$ cat config.mk
export PLATFORM = sky130hd
export DESIGN_NAME = ccsm_top
export DESIGN_NICKNAME = d
export VERILOG_FILES = /design/src/verilog/ccsm_pkg.sv /design/src/verilog/ccsm_rd_if.sv /design/src/verilog/ccsm_led.sv /design/src/verilog/ccsm_rd_seq.sv /design/src/verilog/ccsm_top.sv
export SDC_FILE = /design/constraint.sdc
export NUM_CORES = 1
export LEC_CHECK = 0
export BUFFER_PORTS_ARGS = -buffer_cell sky130_fd_sc_hd__buf_4
export CORE_MARGIN = 4
export CORE_UTILIZATION = 39
export CTS_CLUSTER_DIAMETER = 200
export DETAILED_ROUTE_END_ITERATION = 12
export MAX_ROUTING_LAYER = met4
export PLACE_DENSITY = 0.7
export SYNTH_ARGS = -nofsm -noshare
export SYNTH_HDL_FRONTEND = slang
export SYNTH_SLANG_ARGS = --single-unit
$ cat constraint.sdc
create_clock -name clk_sys -period 19.9 [get_ports clk_sys]
set_input_delay 1.99 -clock clk_sys [delete_from_list [all_inputs] [get_ports clk_sys]]
set_output_delay 1.99 -clock clk_sys [all_outputs]
set_load 0.05 [all_outputs]
$ cat src/verilog/ccsm_pkg.sv
// Constants, register map and helpers for the cyclic control/status mapper.
// Assumes a single 125 MHz system clock shared by all users of the package.
package ccsm_pkg;
  // ****************************************************************
  // Clock and timing
  // ****************************************************************
  localparam int unsigned CLK_HZ         = 125000000;
  localparam int unsigned FLASH_HALF_MS  = 500;
  localparam int unsigned FLICK_HALF_MS  = 50;
  localparam int unsigned FLASH_CYCLES   = FLASH_HALF_MS * (CLK_HZ / 1000);
  localparam int unsigned FLICK_CYCLES   = FLICK_HALF_MS * (CLK_HZ / 1000);

  // ****************************************************************
  // Register byte offsets
  // ****************************************************************
  localparam logic [7:0] ADR_CTRL_WORD  = 8'h00;
  localparam logic [7:0] ADR_WRITE_SEL  = 8'h04;
  localparam logic [7:0] ADR_WRITE_VAL  = 8'h08;
  localparam logic [7:0] ADR_READ_SEL0  = 8'h0c;
  localparam logic [7:0] ADR_COMMIT     = 8'h1c;
  localparam logic [7:0] ADR_STATUS     = 8'h20;
  localparam logic [7:0] ADR_VALUE0     = 8'h24;
  localparam logic [7:0] ADR_IRQ_STATUS = 8'h34;
  localparam logic [7:0] ADR_IRQ_MASK   = 8'h38;
  localparam int unsigned NUM_READ      = 4;

  // ****************************************************************
  // Inbound control word fields
  // ****************************************************************
  localparam int unsigned CW_START     = 0;
  localparam int unsigned CW_FREEZE    = 1;
  localparam int unsigned CW_RESET     = 2;
  localparam int unsigned CW_EXT_TRIP  = 3;
  localparam int unsigned CW_NET_CTRL  = 4;
  localparam logic [15:0] CW_USED_MASK = 16'h001f;

  // ****************************************************************
  // Outbound status word fields
  // ****************************************************************
  localparam int unsigned ST_FAULT     = 0;
  localparam int unsigned ST_RUNNING   = 1;
  localparam int unsigned ST_END_START = 2;
  localparam int unsigned ST_CUR_LIMIT = 3;
  localparam int unsigned ST_ENERGY    = 4;
  localparam int unsigned ST_STOPPING  = 5;
  localparam int unsigned ST_NET_CTRL  = 6;
  localparam int unsigned ST_CODE_LSB  = 16;

  // ****************************************************************
  // Interrupt events and parameter widths
  // ****************************************************************
  localparam int unsigned EV_TRIP   = 0;
  localparam int unsigned EV_WRITE  = 1;
  localparam int unsigned EV_NETCTL = 2;
  localparam int unsigned EV_COUNT  = 3;

  localparam logic [1:0] PW_8  = 2'h0;
  localparam logic [1:0] PW_16 = 2'h1;
  localparam logic [1:0] PW_32 = 2'h2;
  localparam logic [1:0] PW_64 = 2'h3;

  typedef enum logic [2:0] {
    LED_OFF, LED_A_ON, LED_A_BLINK, LED_B_ON, LED_B_BLINK
  } ccsm_led_type;

  // Keep least significant part only, zero above the parameter width
  function automatic logic [31:0] ccsm_trunc(input logic [63:0] v,
                                             input logic [1:0]  w);
    case (w)
      PW_8:    ccsm_trunc = {24'h000000, v[7:0]};
      PW_16:   ccsm_trunc = {16'h0000, v[15:0]};
      default: ccsm_trunc = v[31:0];
    endcase
  endfunction
endpackage

$ cat src/verilog/ccsm_rd_if.sv
// Read selector and returned value bundle between mapper and sequencer.
// Assumes both ends run on clk_sys.
`timescale 1ns/10ps
interface ccsm_rd_if;
  logic [3:0][15:0] sel;
  logic [3:0][31:0] val;
  modport top (output sel, input val);
  modport seq (input sel, output val);
endinterface

$ cat src/verilog/ccsm_led.sv
// Two-colour indicator driver from a mode and a blink phase.
// Assumes the phase input is a slow level from a divider on clk_sys.
`timescale 1ns/10ps
module ccsm_led
  import ccsm_pkg::*;
(
  input  wire logic         clk_sys,
  input  wire logic         rst,
  input  wire ccsm_led_type mode,
  input  wire logic         phase,
  output logic              color_a,
  output logic              color_b
);
  always_ff @(posedge clk_sys or posedge rst) begin
    if (rst) begin
      color_a <= 1'b0;
      color_b <= 1'b0;
    end else begin
      color_a <= (mode == LED_A_ON) || ((mode == LED_A_BLINK) && phase);
      color_b <= (mode == LED_B_ON) || ((mode == LED_B_BLINK) && phase);
    end
  end
endmodule // ccsm_led

$ cat src/verilog/ccsm_rd_seq.sv
// Round-robin fetch of the four selected parameters from the store.
// Assumes the store answers data and width one cycle after the number.
`timescale 1ns/10ps
module ccsm_rd_seq
  import ccsm_pkg::*;
(
  input  wire logic   clk_sys,
  input  wire logic   rst,
  ccsm_rd_if.seq      rd,
  output logic [15:0] par_rd_num,
  input  wire logic [63:0] par_rd_data,
  input  wire logic [1:0]  par_rd_width
);
  typedef enum {SEQ_ISSUE, SEQ_TAKE} ccsm_seq_type;
  ccsm_seq_type state;
  logic [1:0]   idx;

  assign par_rd_num = rd.sel[idx];

  always_ff @(posedge clk_sys or posedge rst) begin
    if (rst) begin
      state  <= SEQ_ISSUE;
      idx    <= 2'h0;
      rd.val <= '0;
    end else begin
      case (state)
        SEQ_ISSUE: state <= SEQ_TAKE;
        SEQ_TAKE: begin
          // Zero selector returns zero whatever the store says
          if (rd.sel[idx] == 16'h0000) begin
            rd.val[idx] <= 32'h00000000;
          end else begin
            rd.val[idx] <= ccsm_trunc(par_rd_data, par_rd_width);
          end
          idx   <= idx + 2'h1;
          state <= SEQ_ISSUE;
        end
        default: state <= SEQ_ISSUE;
      endcase
    end
  end
endmodule // ccsm_rd_seq

$ cat src/verilog/ccsm_top.sv
// Cyclic control/status mapper: decodes the inbound frame, builds the
// outbound frame and drives the front indicators.
// Assumes the network stack writes frames over classic Wishbone, and the
// motor core and parameter store share clk_sys.
//
// Functional notes
// - Control word: start, freeze, reset, trip, netctl
// - Bits 0..3 act only with netctl set
// - Word 2 selects parameter, word 3 value
// - Zero write selector performs no assignment
// - Narrow target keeps low part of value
// - Words 4..7 select returns; zero gives 0
// - Answer five 32-bit words on assembly 100
// - Status bits 0..6, trip code above
// - Trip code present only while tripped
// - Returned words follow selectors in order
// - Returned values zero-extended or truncated to 32
// - Network indicator from address and connection state
// - Module indicator from run and fault state
// - Port link colour by speed, flicker on activity
`timescale 1ns/10ps
module ccsm_top
  import ccsm_pkg::*;
#(
  parameter int unsigned FLASH_HALF = FLASH_CYCLES,
  parameter int unsigned FLICK_HALF = FLICK_CYCLES
) (
  input  wire logic        clk_sys,
  input  wire logic        rst,
  input  wire logic        wb_cyc_i,
  input  wire logic        wb_stb_i,
  input  wire logic        wb_we_i,
  input  wire logic [3:0]  wb_sel_i,
  input  wire logic [7:0]  wb_adr_i,
  input  wire logic [31:0] wb_dat_i,
  output logic [31:0]      wb_dat_o,
  output logic             wb_ack_o,
  output logic             irq,
  output logic             cmd_start,
  output logic             cmd_freeze,
  output logic             cmd_reset,
  output logic             cmd_ext_trip,
  output logic             net_control,
  input  wire logic        mc_fault,
  input  wire logic        mc_running,
  input  wire logic        mc_end_start,
  input  wire logic        mc_cur_limit,
  input  wire logic        mc_energy_recovery,
  input  wire logic        mc_stopping,
  input  wire logic [15:0] mc_trip_code,
  output logic             par_wr_stb,
  output logic [15:0]      par_wr_num,
  output logic [31:0]      par_wr_data,
  input  wire logic [1:0]  par_wr_width,
  output logic [15:0]      par_rd_num,
  input  wire logic [63:0] par_rd_data,
  input  wire logic [1:0]  par_rd_width,
  input  wire logic        nw_ip_valid,
  input  wire logic        nw_conn_active,
  input  wire logic        nw_fatal,
  input  wire logic        nw_conn_timeout,
  input  wire logic        md_run,
  input  wire logic        md_major_fault,
  input  wire logic        md_recoverable,
  input  wire logic [1:0]  phy_link_up,
  input  wire logic [1:0]  phy_speed_100,
  input  wire logic [1:0]  phy_activity,
  output logic             net_led_green,
  output logic             net_led_red,
  output logic             mod_led_green,
  output logic             mod_led_red,
  output logic [1:0]       link_led_green,
  output logic [1:0]       link_led_yellow
);
  // ****************************************************************
  // Declarations
  // ****************************************************************
  ccsm_rd_if          rd ();
  logic [15:0]        ctrl_word;
  logic [15:0]        write_sel;
  logic [31:0]        write_val;
  logic [3:0][15:0]   read_sel;
  logic [31:0]        status_word;
  logic [EV_COUNT-1:0] irq_status, irq_mask, events;
  logic               commit, fault_q, req, wr;
  logic [31:0]        next_rdata;
  logic [31:0]        flash_cnt, flick_cnt;
  logic               flash_phase, flick_phase;
  logic [1:0]         link_s1, link_s2, spd_s1, spd_s2, act_s1, act_s2;
  ccsm_led_type       net_mode, mod_mode;
  ccsm_led_type       link_mode [2];

  // Byte-lane merge for Wishbone writes
  function automatic logic [31:0] lane(input logic [31:0] old,
                                       input logic [31:0] nw,
                                       input logic [3:0]  be);
    for (int i = 0; i < 4; i++) begin
      lane[i*8 +: 8] = be[i] ? nw[i*8 +: 8] : old[i*8 +: 8];
    end
  endfunction

  // ****************************************************************
  // Wishbone slave
  // ****************************************************************
  // Single-cycle answer; ack drops the cycle after it was given
  assign req = wb_cyc_i && wb_stb_i && !wb_ack_o;
  assign wr  = req && wb_we_i;

  always_comb begin
    next_rdata = 32'h00000000;
    case (wb_adr_i)
      ADR_CTRL_WORD:  next_rdata = {16'h0000, ctrl_word};
      ADR_WRITE_SEL:  next_rdata = {16'h0000, write_sel};
      ADR_WRITE_VAL:  next_rdata = write_val;
      ADR_STATUS:     next_rdata = status_word;
      ADR_IRQ_STATUS: next_rdata = {{(32-EV_COUNT){1'b0}}, irq_status};
      ADR_IRQ_MASK:   next_rdata = {{(32-EV_COUNT){1'b0}}, irq_mask};
      default: begin
        for (int i = 0; i < NUM_READ; i++) begin
          if (wb_adr_i == ADR_READ_SEL0 + 8'(4 * i)) begin
            next_rdata = {16'h0000, read_sel[i]};
          end
          if (wb_adr_i == ADR_VALUE0 + 8'(4 * i)) begin
            next_rdata = rd.val[i];
          end
        end
      end
    endcase
  end

  always_ff @(posedge clk_sys or posedge rst) begin
    if (rst) begin
      wb_ack_o <= 1'b0;
      wb_dat_o <= 32'h00000000;
    end else begin
      wb_ack_o <= req;
      if (req && !wb_we_i) begin
        wb_dat_o <= next_rdata;
      end
    end
  end

  // ****************************************************************
  // Inbound frame registers
  // ****************************************************************
  always_ff @(posedge clk_sys or posedge rst) begin
    if (rst) begin
      {ctrl_word, write_sel, write_val} <= 64'h0000000000000000;
      read_sel  <= '0;
    end else if (wr) begin
      if (wb_adr_i == ADR_CTRL_WORD) begin
        ctrl_word <= 16'(lane({16'h0000, ctrl_word}, wb_dat_i, wb_sel_i))
                     & CW_USED_MASK;
      end
      if (wb_adr_i == ADR_WRITE_SEL) begin
        write_sel <= 16'(lane({16'h0000, write_sel}, wb_dat_i,
                              wb_sel_i));
      end
      if (wb_adr_i == ADR_WRITE_VAL) begin
        write_val <= lane(write_val, wb_dat_i, wb_sel_i);
      end
      for (int i = 0; i < NUM_READ; i++) begin
        if (wb_adr_i == ADR_READ_SEL0 + 8'(4 * i)) begin
          read_sel[i] <= 16'(lane({16'h0000, read_sel[i]}, wb_dat_i,
                                  wb_sel_i));
        end
      end
    end
  end

  assign rd.sel = read_sel;
  // One write to the commit word applies the frame once
  assign commit = wr && (wb_adr_i == ADR_COMMIT) && wb_sel_i[0]
                  && wb_dat_i[0];

  // ****************************************************************
  // Motor commands
  // ****************************************************************
  always_ff @(posedge clk_sys or posedge rst) begin
    if (rst) begin
      {net_control, cmd_ext_trip, cmd_reset, cmd_freeze, cmd_start} <= 5'h00;
    end else begin
      net_control  <= ctrl_word[CW_NET_CTRL];
      // Without network control the four command bits are masked
      {cmd_ext_trip, cmd_reset, cmd_freeze, cmd_start} <=
        ctrl_word[CW_EXT_TRIP:CW_START] & {4{ctrl_word[CW_NET_CTRL]}};
    end
  end

  // ****************************************************************
  // Parameter write
  // ****************************************************************
  assign par_wr_num = write_sel;

  always_ff @(posedge clk_sys or posedge rst) begin
    if (rst) begin
      par_wr_stb  <= 1'b0;
      par_wr_data <= 32'h00000000;
    end else begin
      par_wr_stb <= commit && (write_sel != 16'h0000);
      if (commit) begin
        par_wr_data <= ccsm_trunc({32'h00000000, write_val},
                                  par_wr_width);
      end
    end
  end

  // ****************************************************************
  // Selected parameter reads
  // ****************************************************************
  ccsm_rd_seq u_rd_seq (
    .clk_sys      (clk_sys),
    .rst          (rst),
    .rd           (rd.seq),
    .par_rd_num   (par_rd_num),
    .par_rd_data  (par_rd_data),
    .par_rd_width (par_rd_width)
  );

  // ****************************************************************
  // Outbound status word
  // ****************************************************************
  always_ff @(posedge clk_sys or posedge rst) begin
    if (rst) begin
      status_word <= 32'h00000000;
    end else begin
      status_word              <= 32'h00000000;
      status_word[ST_FAULT]     <= mc_fault;
      status_word[ST_RUNNING]   <= mc_running;
      status_word[ST_END_START] <= mc_end_start;
      status_word[ST_CUR_LIMIT] <= mc_cur_limit;
      status_word[ST_ENERGY]    <= mc_energy_recovery;
      status_word[ST_STOPPING]  <= mc_stopping;
      status_word[ST_NET_CTRL]  <= ctrl_word[CW_NET_CTRL];
      // Code is meaningless while healthy, so it is held at zero
      if (mc_fault) begin
        status_word[ST_CODE_LSB +: 16] <= mc_trip_code;
      end
    end
  end

  // ****************************************************************
  // Interrupts
  // ****************************************************************
  always_comb begin
    events            = '0;
    events[EV_TRIP]   = mc_fault && !fault_q;
    events[EV_WRITE]  = commit && (write_sel != 16'h0000);
    events[EV_NETCTL] = net_control != ctrl_word[CW_NET_CTRL];
  end

  // A new event beats a write-one-to-clear in the same cycle
  always_ff @(posedge clk_sys or posedge rst) begin
    if (rst) begin
      fault_q    <= 1'b0;
      irq_status <= '0;
      irq_mask   <= '0;
    end else begin
      fault_q <= mc_fault;
      if (wr && wb_adr_i == ADR_IRQ_STATUS && wb_sel_i[0]) begin
        irq_status <= (irq_status & ~wb_dat_i[EV_COUNT-1:0]) | events;
      end else begin
        irq_status <= irq_status | events;
      end
      if (wr && wb_adr_i == ADR_IRQ_MASK && wb_sel_i[0]) begin
        irq_mask <= wb_dat_i[EV_COUNT-1:0];
      end
    end
  end

  assign irq = |(irq_status & irq_mask);

  // ****************************************************************
  // Indicator timing
  // ****************************************************************
  always_ff @(posedge clk_sys or posedge rst) begin
    if (rst) begin
      {flash_cnt, flick_cnt}     <= 64'h0000000000000000;
      {flash_phase, flick_phase} <= 2'b00;
    end else begin
      if (flash_cnt >= 32'(FLASH_HALF - 1)) begin
        flash_cnt   <= 32'h00000000;
        flash_phase <= !flash_phase;
      end else begin
        flash_cnt <= flash_cnt + 32'h00000001;
      end
      if (flick_cnt >= 32'(FLICK_HALF - 1)) begin
        flick_cnt   <= 32'h00000000;
        flick_phase <= !flick_phase;
      end else begin
        flick_cnt <= flick_cnt + 32'h00000001;
      end
    end
  end

  // PHY status pins are asynchronous to clk_sys
  always_ff @(posedge clk_sys or posedge rst) begin
    if (rst) begin
      {link_s1, link_s2, spd_s1, spd_s2, act_s1, act_s2} <= 12'h000;
    end else begin
      {link_s2, link_s1} <= {link_s1, phy_link_up};
      {spd_s2, spd_s1}   <= {spd_s1, phy_speed_100};
      {act_s2, act_s1}   <= {act_s1, phy_activity};
    end
  end

  // ****************************************************************
  // Indicator modes
  // ****************************************************************
  always_comb begin
    // Fatal outranks timeout; no address blanks the rest
    if (nw_fatal) begin
      net_mode = LED_B_ON;
    end else if (nw_conn_timeout) begin
      net_mode = LED_B_BLINK;
    end else if (!nw_ip_valid) begin
      net_mode = LED_OFF;
    end else if (nw_conn_active) begin
      net_mode = LED_A_ON;
    end else begin
      net_mode = LED_A_BLINK;
    end
    // Off without power needs no logic
    if (md_major_fault) begin
      mod_mode = LED_B_ON;
    end else if (md_recoverable) begin
      mod_mode = LED_B_BLINK;
    end else if (md_run) begin
      mod_mode = LED_A_ON;
    end else begin
      mod_mode = LED_A_BLINK;
    end
    for (int p = 0; p < 2; p++) begin
      if (!link_s2[p]) begin
        link_mode[p] = LED_OFF;
      end else if (spd_s2[p]) begin
        link_mode[p] = act_s2[p] ? LED_A_BLINK : LED_A_ON;
      end else begin
        link_mode[p] = act_s2[p] ? LED_B_BLINK : LED_B_ON;
      end
    end
  end

  ccsm_led u_net_led (
    .clk_sys (clk_sys),
    .rst     (rst),
    .mode    (net_mode),
    .phase   (flash_phase),
    .color_a (net_led_green),
    .color_b (net_led_red)
  );

  ccsm_led u_mod_led (
    .clk_sys (clk_sys),
    .rst     (rst),
    .mode    (mod_mode),
    .phase   (flash_phase),
    .color_a (mod_led_green),
    .color_b (mod_led_red)
  );

  for (genvar p = 0; p < 2; p++) begin : g_link
    ccsm_led u_link_led (
      .clk_sys (clk_sys),
      .rst     (rst),
      .mode    (link_mode[p]),
      .phase   (flick_phase),
      .color_a (link_led_green[p]),
      .color_b (link_led_yellow[p])
    );
  end
endmodule // ccsm_top

Word level (Yosys, flattened, before mapping):

Cells that the tools add are included.

* add/subtract/negate cells: 3
* multiply operators: 0
* divide/modulo/power cells: 0
* $lt $le $gt $ge: 4
* equal/unequal tests: 34
* shift-type cells: 0
* muxes and demuxes: 39
* bitwise gates (word level): 8
* reduce and logical (&&, ||, !) cells: 57

Operator list (count)
* 32-bit 2-to-1 mux: 12
* 32-bit case mux with 6 select lines: 1
* 128-bit bitwise AND: 1
* 128-bit bitwise mux: 1
* 128-bit 2-to-1 mux: 1
* 128-bit NOT: 1
* 32-bit case mux with 2 select lines: 2
* 32-bit by 1-bit adder with 32-bit output (second input constant): 2
* 32-bit demux with 2-bit select: 1
* 8-bit by 6-bit == test with 1-bit output (second input constant): 7
* 16-bit 2-to-1 mux: 3
* 3-bit AND reduction: 15
* 3-bit 2-to-1 mux: 11
* 16-bit binary-select mux with 2-bit select: 1
* 8-bit by 5-bit == test with 1-bit output (second input constant): 4
* 32-bit by 23-bit greater-or-equal comparator with 1-bit output (second input constant): 1
* 32-bit by 26-bit greater-or-equal comparator with 1-bit output (second input constant): 1
* 32-bit zero test: 1
* 3-bit by 2-bit == test with 1-bit output (second input constant): 8
* 1-bit logical AND: 22
* 8-bit by 4-bit == test with 1-bit output (second input constant): 2
* 16-bit zero test: 1
* 16-bit nonzero test: 1
* 3-bit by 1-bit == test with 1-bit output (second input constant): 4
* other kinds (19): 41

* register bits: 435
* latch bits: 0
* bits in writable memories: 0
* memory bits (read-only): 0
* logic and storage cells: 197
* memories kept: 0

Logic depth before layout (Yosys ltp):

* depth in word-level cells: 10
* gate-level depth with buffers: 9
* mapped depth without buffers: 7

Modules after synthesis:

A second synthesis with hierarchy kept.

* cells, all modules: 1741
* area, all modules: 19411.1 um^2

By module, submodules not included
* ccsm_top: instances 1, cells each 1211, area each 13462.9 um^2
* ccsm_rd_seq: instances 1, cells each 494, area each 5562.8 um^2
* ccsm_led: instances 4, cells each 9, area each 96.3 um^2

Worst setup path before layout:

OpenSTA, ideal clock, no wires.

* kind: input to register
* from: input wb_adr_i[0]
* to: register write_val[0]
* arrival time: 3734 ps
* slack: 16041 ps
* cell stages on the path: 6
* path buffers: 2
* cells stage by stage: clkbuf_1 -> or4b_1 -> nor2_2 -> buf_2 -> nand2_1 -> mux2_2

* cells in the longest elaborated chain, start to end: 2

Ends and longest elaborated chain
* start: declaration: RTL line ccsm_top.sv:34 `input wire logic [7:0] wb_adr_i,`
* 8-bit by 4-bit == test with 1-bit output: RTL line ccsm_top.sv:159 `if (wb_adr_i == ADR_WRITE_VAL) begin`
* 3-bit AND reduction (no line)
* end signal: assignment: RTL line ccsm_top.sv:160 `write_val <= lane(write_val, wb_dat_i, wb_sel_i);`
* end: declaration: RTL line ccsm_top.sv:81 `logic [31:0] write_val;`

No other way between the ends.
A chain may end at the register's enable or synchronous reset.

Worst setup path in the final report:

* from: input wb_adr_i[7]
* to: register read_sel (netlist bit rd.sel[8])

* cells in the longest elaborated chain, start to end: 2

Ends and longest elaborated chain
* 8-bit by 4-bit == test with 1-bit output: RTL line ccsm_top.sv:163 `if (wb_adr_i == ADR_READ_SEL0 + 8'(4 * i)) begin`
* 3-bit AND reduction (no line)
* end signal: indexed assignment: RTL line ccsm_top.sv:164 `read_sel[i] <= 16'(lane({16'h0000, read_sel[i]}, wb_dat_i,`
* end: declaration: RTL line ccsm_top.sv:82 `logic [3:0][15:0] read_sel;`

No other way between the ends.

==> impl_results.md <==
* Final setup viols at 0
* Sw Share at 24.43%
* Remaining global-route overflow at 0
* Storage element area at 10840 um2
* Mapped Cells at 1631
* Final Hold Viols at 0
* Cell area after synthesis at 18900 um2
* Worst skew pair latency at 0.59 ns
* Multi-input gate area at 7640 um2
* Top post-synthesis cells by count: dfrtp_1, nand2_1, o21ai_0, mux2_2, nor2_1
* Startpoint Class: input port
* Layout area overhead at 20.35%
* Reg-to-Reg End: u_rd_seq.rd.val[109]$_DFFE_PP0P_
* Top post-synthesis cells by area: dfrtp_1, mux2_2, nand2_1
* CTS Hold Bufs at 0
* Die W at 228.2 um
* Slew HR at 22.75%
* CTS H-tree depth at 2
* Comb power frac at 6.9%
* Pwr dens at 84.82 nW/um2
* Initial antenna violation count at 3
* Yosys reg bits at 433
* Hold Path End: link_s2[0]$_DFF_PP0_
* Clk buf depth at 3
* CP Data Required Time at 20.36 ns
* GRT Util Overall at 22.73%
* Max VDD drop at 0.06020 mV
* Post-CTS Resized at 0
* Leak at 10.55 nW
* Max Freq at 223.1 MHz
* Run status: finished, final reports clean
* Vias in the first global route at 14930
* WHS Path Cells at 0
* FILL cells at 4337
* Routability Congestion at 0.9925
* Setup Buffers After CTS at 0
* Core area at 47850 um2
* Top_reg_cell synth: dfrtp_1
* First-pass GRT wire length at 90270 um
* WP data arrival at 4.94 ns
* Yosys warning total at 0
* Int Pwr at 0.001458 W
* Die Y at 228.2 um
* Layout cells sized above 1 at 26.90%
* Syn_area_per_cell at 11.59 um2
* Yosys top cell by area: dfrtp_1
* Worst hold path type: register to register
* Slew of the pin with the lowest slew margin at 1.155 ns
* Reg2Reg Setup Slack at 16.18 ns
* Max cap viols at 0
* Total Wirelength at 58970 um
* Final hold slack at 0.3478 ns
* Number of synthesized flops with an enable pin at 0
* Critical Path Sink Type: register
* R2R cell count at 6
* Dpl hpwl at 41100 um
* Crit-path max FO at 11
* Crit path kind: input port to register
* Root Driver: clkbuf_16
* Num CTS Buffers at 47
* RSZ-0062 raised after global routing: no
* Site Rows at 80
* Nets at 2011
* Largest net degree at the start of global routing at 96
* Crit path time final at 4.481 ns
* Seq/Total Area, Yosys at 57.32%
* Clock power frac at 45.3%
* Post-synth ARST share at 100.0%
* CTS tree: built
* Clock slew at reported path FFs at 0.06 ns
* Die area at 52060 um2
* Top-area cell type share of the netlist area at 57.32%
* Drt wl/cell at 23.56 um
* Routed vias at 14680
* Critical hold path startpoint: link_s1[0]$_DFF_PP0_
* Final worst path period share at 22.52%
* Starting Density at 39.51%
* Antenna viol nets, final at 0
* Psw at 0.0004715 W
* DRT Pass-1 Iters at 8
* Ports at 264
* Iteration-0 DRC Markers at 1599
* Dominant cell by count in the synthesized netlist: dfrtp_1
* Register share of total power at 47.8%
* Setup tns final at 0 ns
* Slew Limit Fails at 0
* CTS Sinks at 433
* # port buffers at 231
* Reg2reg start: u_rd_seq.idx[1]$_DFFE_PP0P_
* Post-synthesis cell type count at 78
* Vias per inst at 5.865
* Max Clock Skew at 0.02503 ns
* Drc violations at 0
## per-layer routing
layer | track usage, % | share of wire, % | up-vias
li1 | - | - | 6418
met1 | 28.92 | 40 | 7447
met2 | 35.45 | 47 | 666
met3 | 5.988 | 8.9 | 150
met4 | 7.922 | 3.6 | 0
met5 | - | 0 | -
## worst max-delay path: stages
cell and delay [ns]:
buf_4 0.15, or4_1 0.77, nor2_1 0.96, nand2_1 0.62, mux2_2 0.44
## logic make-up (layout without fill, tap and decap cells)
family                   Yosys count  count (layout)  share of synthesized area, %
flip-flops                       433             433                         57.32
XOR/XNOR                          47              47                         2.177
buffers and inverters            110             350                         2.681
adder cells (fa/ha/maj)            8               8                        0.5295
AO/OA/AOI/OAI                    406             406                         15.06
AND/OR/NAND/NOR                  478             478                         12.48
multiplexers                     148             148                         9.743
other                              1              18                       0.01984
## worst max-delay path by stage
stage | startpoint | endpoint | slack, ns | depth (start not counted)
after global routing | rst | par_wr_data[10]$_DFFE_PP0P_ | 15.32 | 4
after detailed placement | wb_adr_i[7] | rd.sel[11]$_DFFE_PP0P_ | 14.83 | 5
after global placement | wb_adr_i[7] | rd.sel[12]$_DFFE_PP0P_ | 14.83 | 5
final | wb_adr_i[7] | rd.sel[8]$_DFFE_PP0P_ | 15.42 | 5
after CTS | wb_adr_i[7] | rd.sel[8]$_DFFE_PP0P_ | 15.45 | 5
after floorplan | rst | act_s1[0]$_DFF_PP0_ | 5.85 | 1
## through the flow
stage | total power, W | util [%] | area [um2] | instances | worst slack (ns)
final | 0.001930 | 47.55 | 22750 | 2503 | 15.42
after global routing | 0.002001 | 47.55 | 22750 | 2503 | 15.32
after CTS | 0.001952 | 47.53 | 22740 | 2500 | 15.45
after detailed placement | 0.001073 | 44.30 | 21200 | 2417 | 14.83
after global placement | 0.001069 | 44.30 | 21200 | 2417 | 14.83
after floorplan | 0.001010 | - | 18960 | 1645 | 5.850
## flip-flops by register name, summed over array words and instances, names as in the netlist, 3 cells and up
register and flops:
u_rd_seq.rd.val 128, rd.sel 64, flash_cnt 32, flick_cnt 32
par_wr_data 32, wb_dat_o 32, write_val 32, status_word 23
par_wr_num 16, ctrl_word 5, irq_mask 3, irq_status 3
## power groups by stage
stage / Combinational [W] / Clock (W) / Sequential [W]
after floorplan: 0.0000574 / 0 / 0.000952
after detailed placement: 0.000135 / 0 / 0.000938
final: 0.000134 / 0.000873 / 0.000923
after global routing: 0.000145 / 0.000932 / 0.000924
after CTS: 0.000135 / 0.000894 / 0.000922
after global placement: 0.000132 / 0 / 0.000937
## final cells by class
class                      instances  share of cell area [%]
timing repair buffer             251                   8.282
clock inverter                    23                   1.193
sequential                       433                   47.63
clock buffer                      60                   5.604
inverter                          16                  0.2970
antenna                            3                 0.03300
multi-input combinational       1102                   33.58
tap                              615                   3.382
## cells in the final DEF (no fill, tap or decap), drive strengths merged, types with 8 or more instances in the layout
cell	Yosys	routed
and2	23	23
a21o	24	24
nor2b	10	10
clkinv	0	13
nor3	18	18
o21ai	140	140
nand4	19	19
a22oi	23	23
a22o	71	71
dfrtp	433	433
nand3	34	34
clkbuf	56	60
inv	16	19
mux2	128	128
xor2	30	30
nor2	109	109
xnor2	17	17
mux4	16	16
nor4	15	15
a221oi	15	15
a21oi	35	35
conb	1	15
o22ai	8	8
buf	38	251
nand2	202	202
ha	8	8
a222oi	36	36
and3	11	11
(Power assumes the default switching activity.)
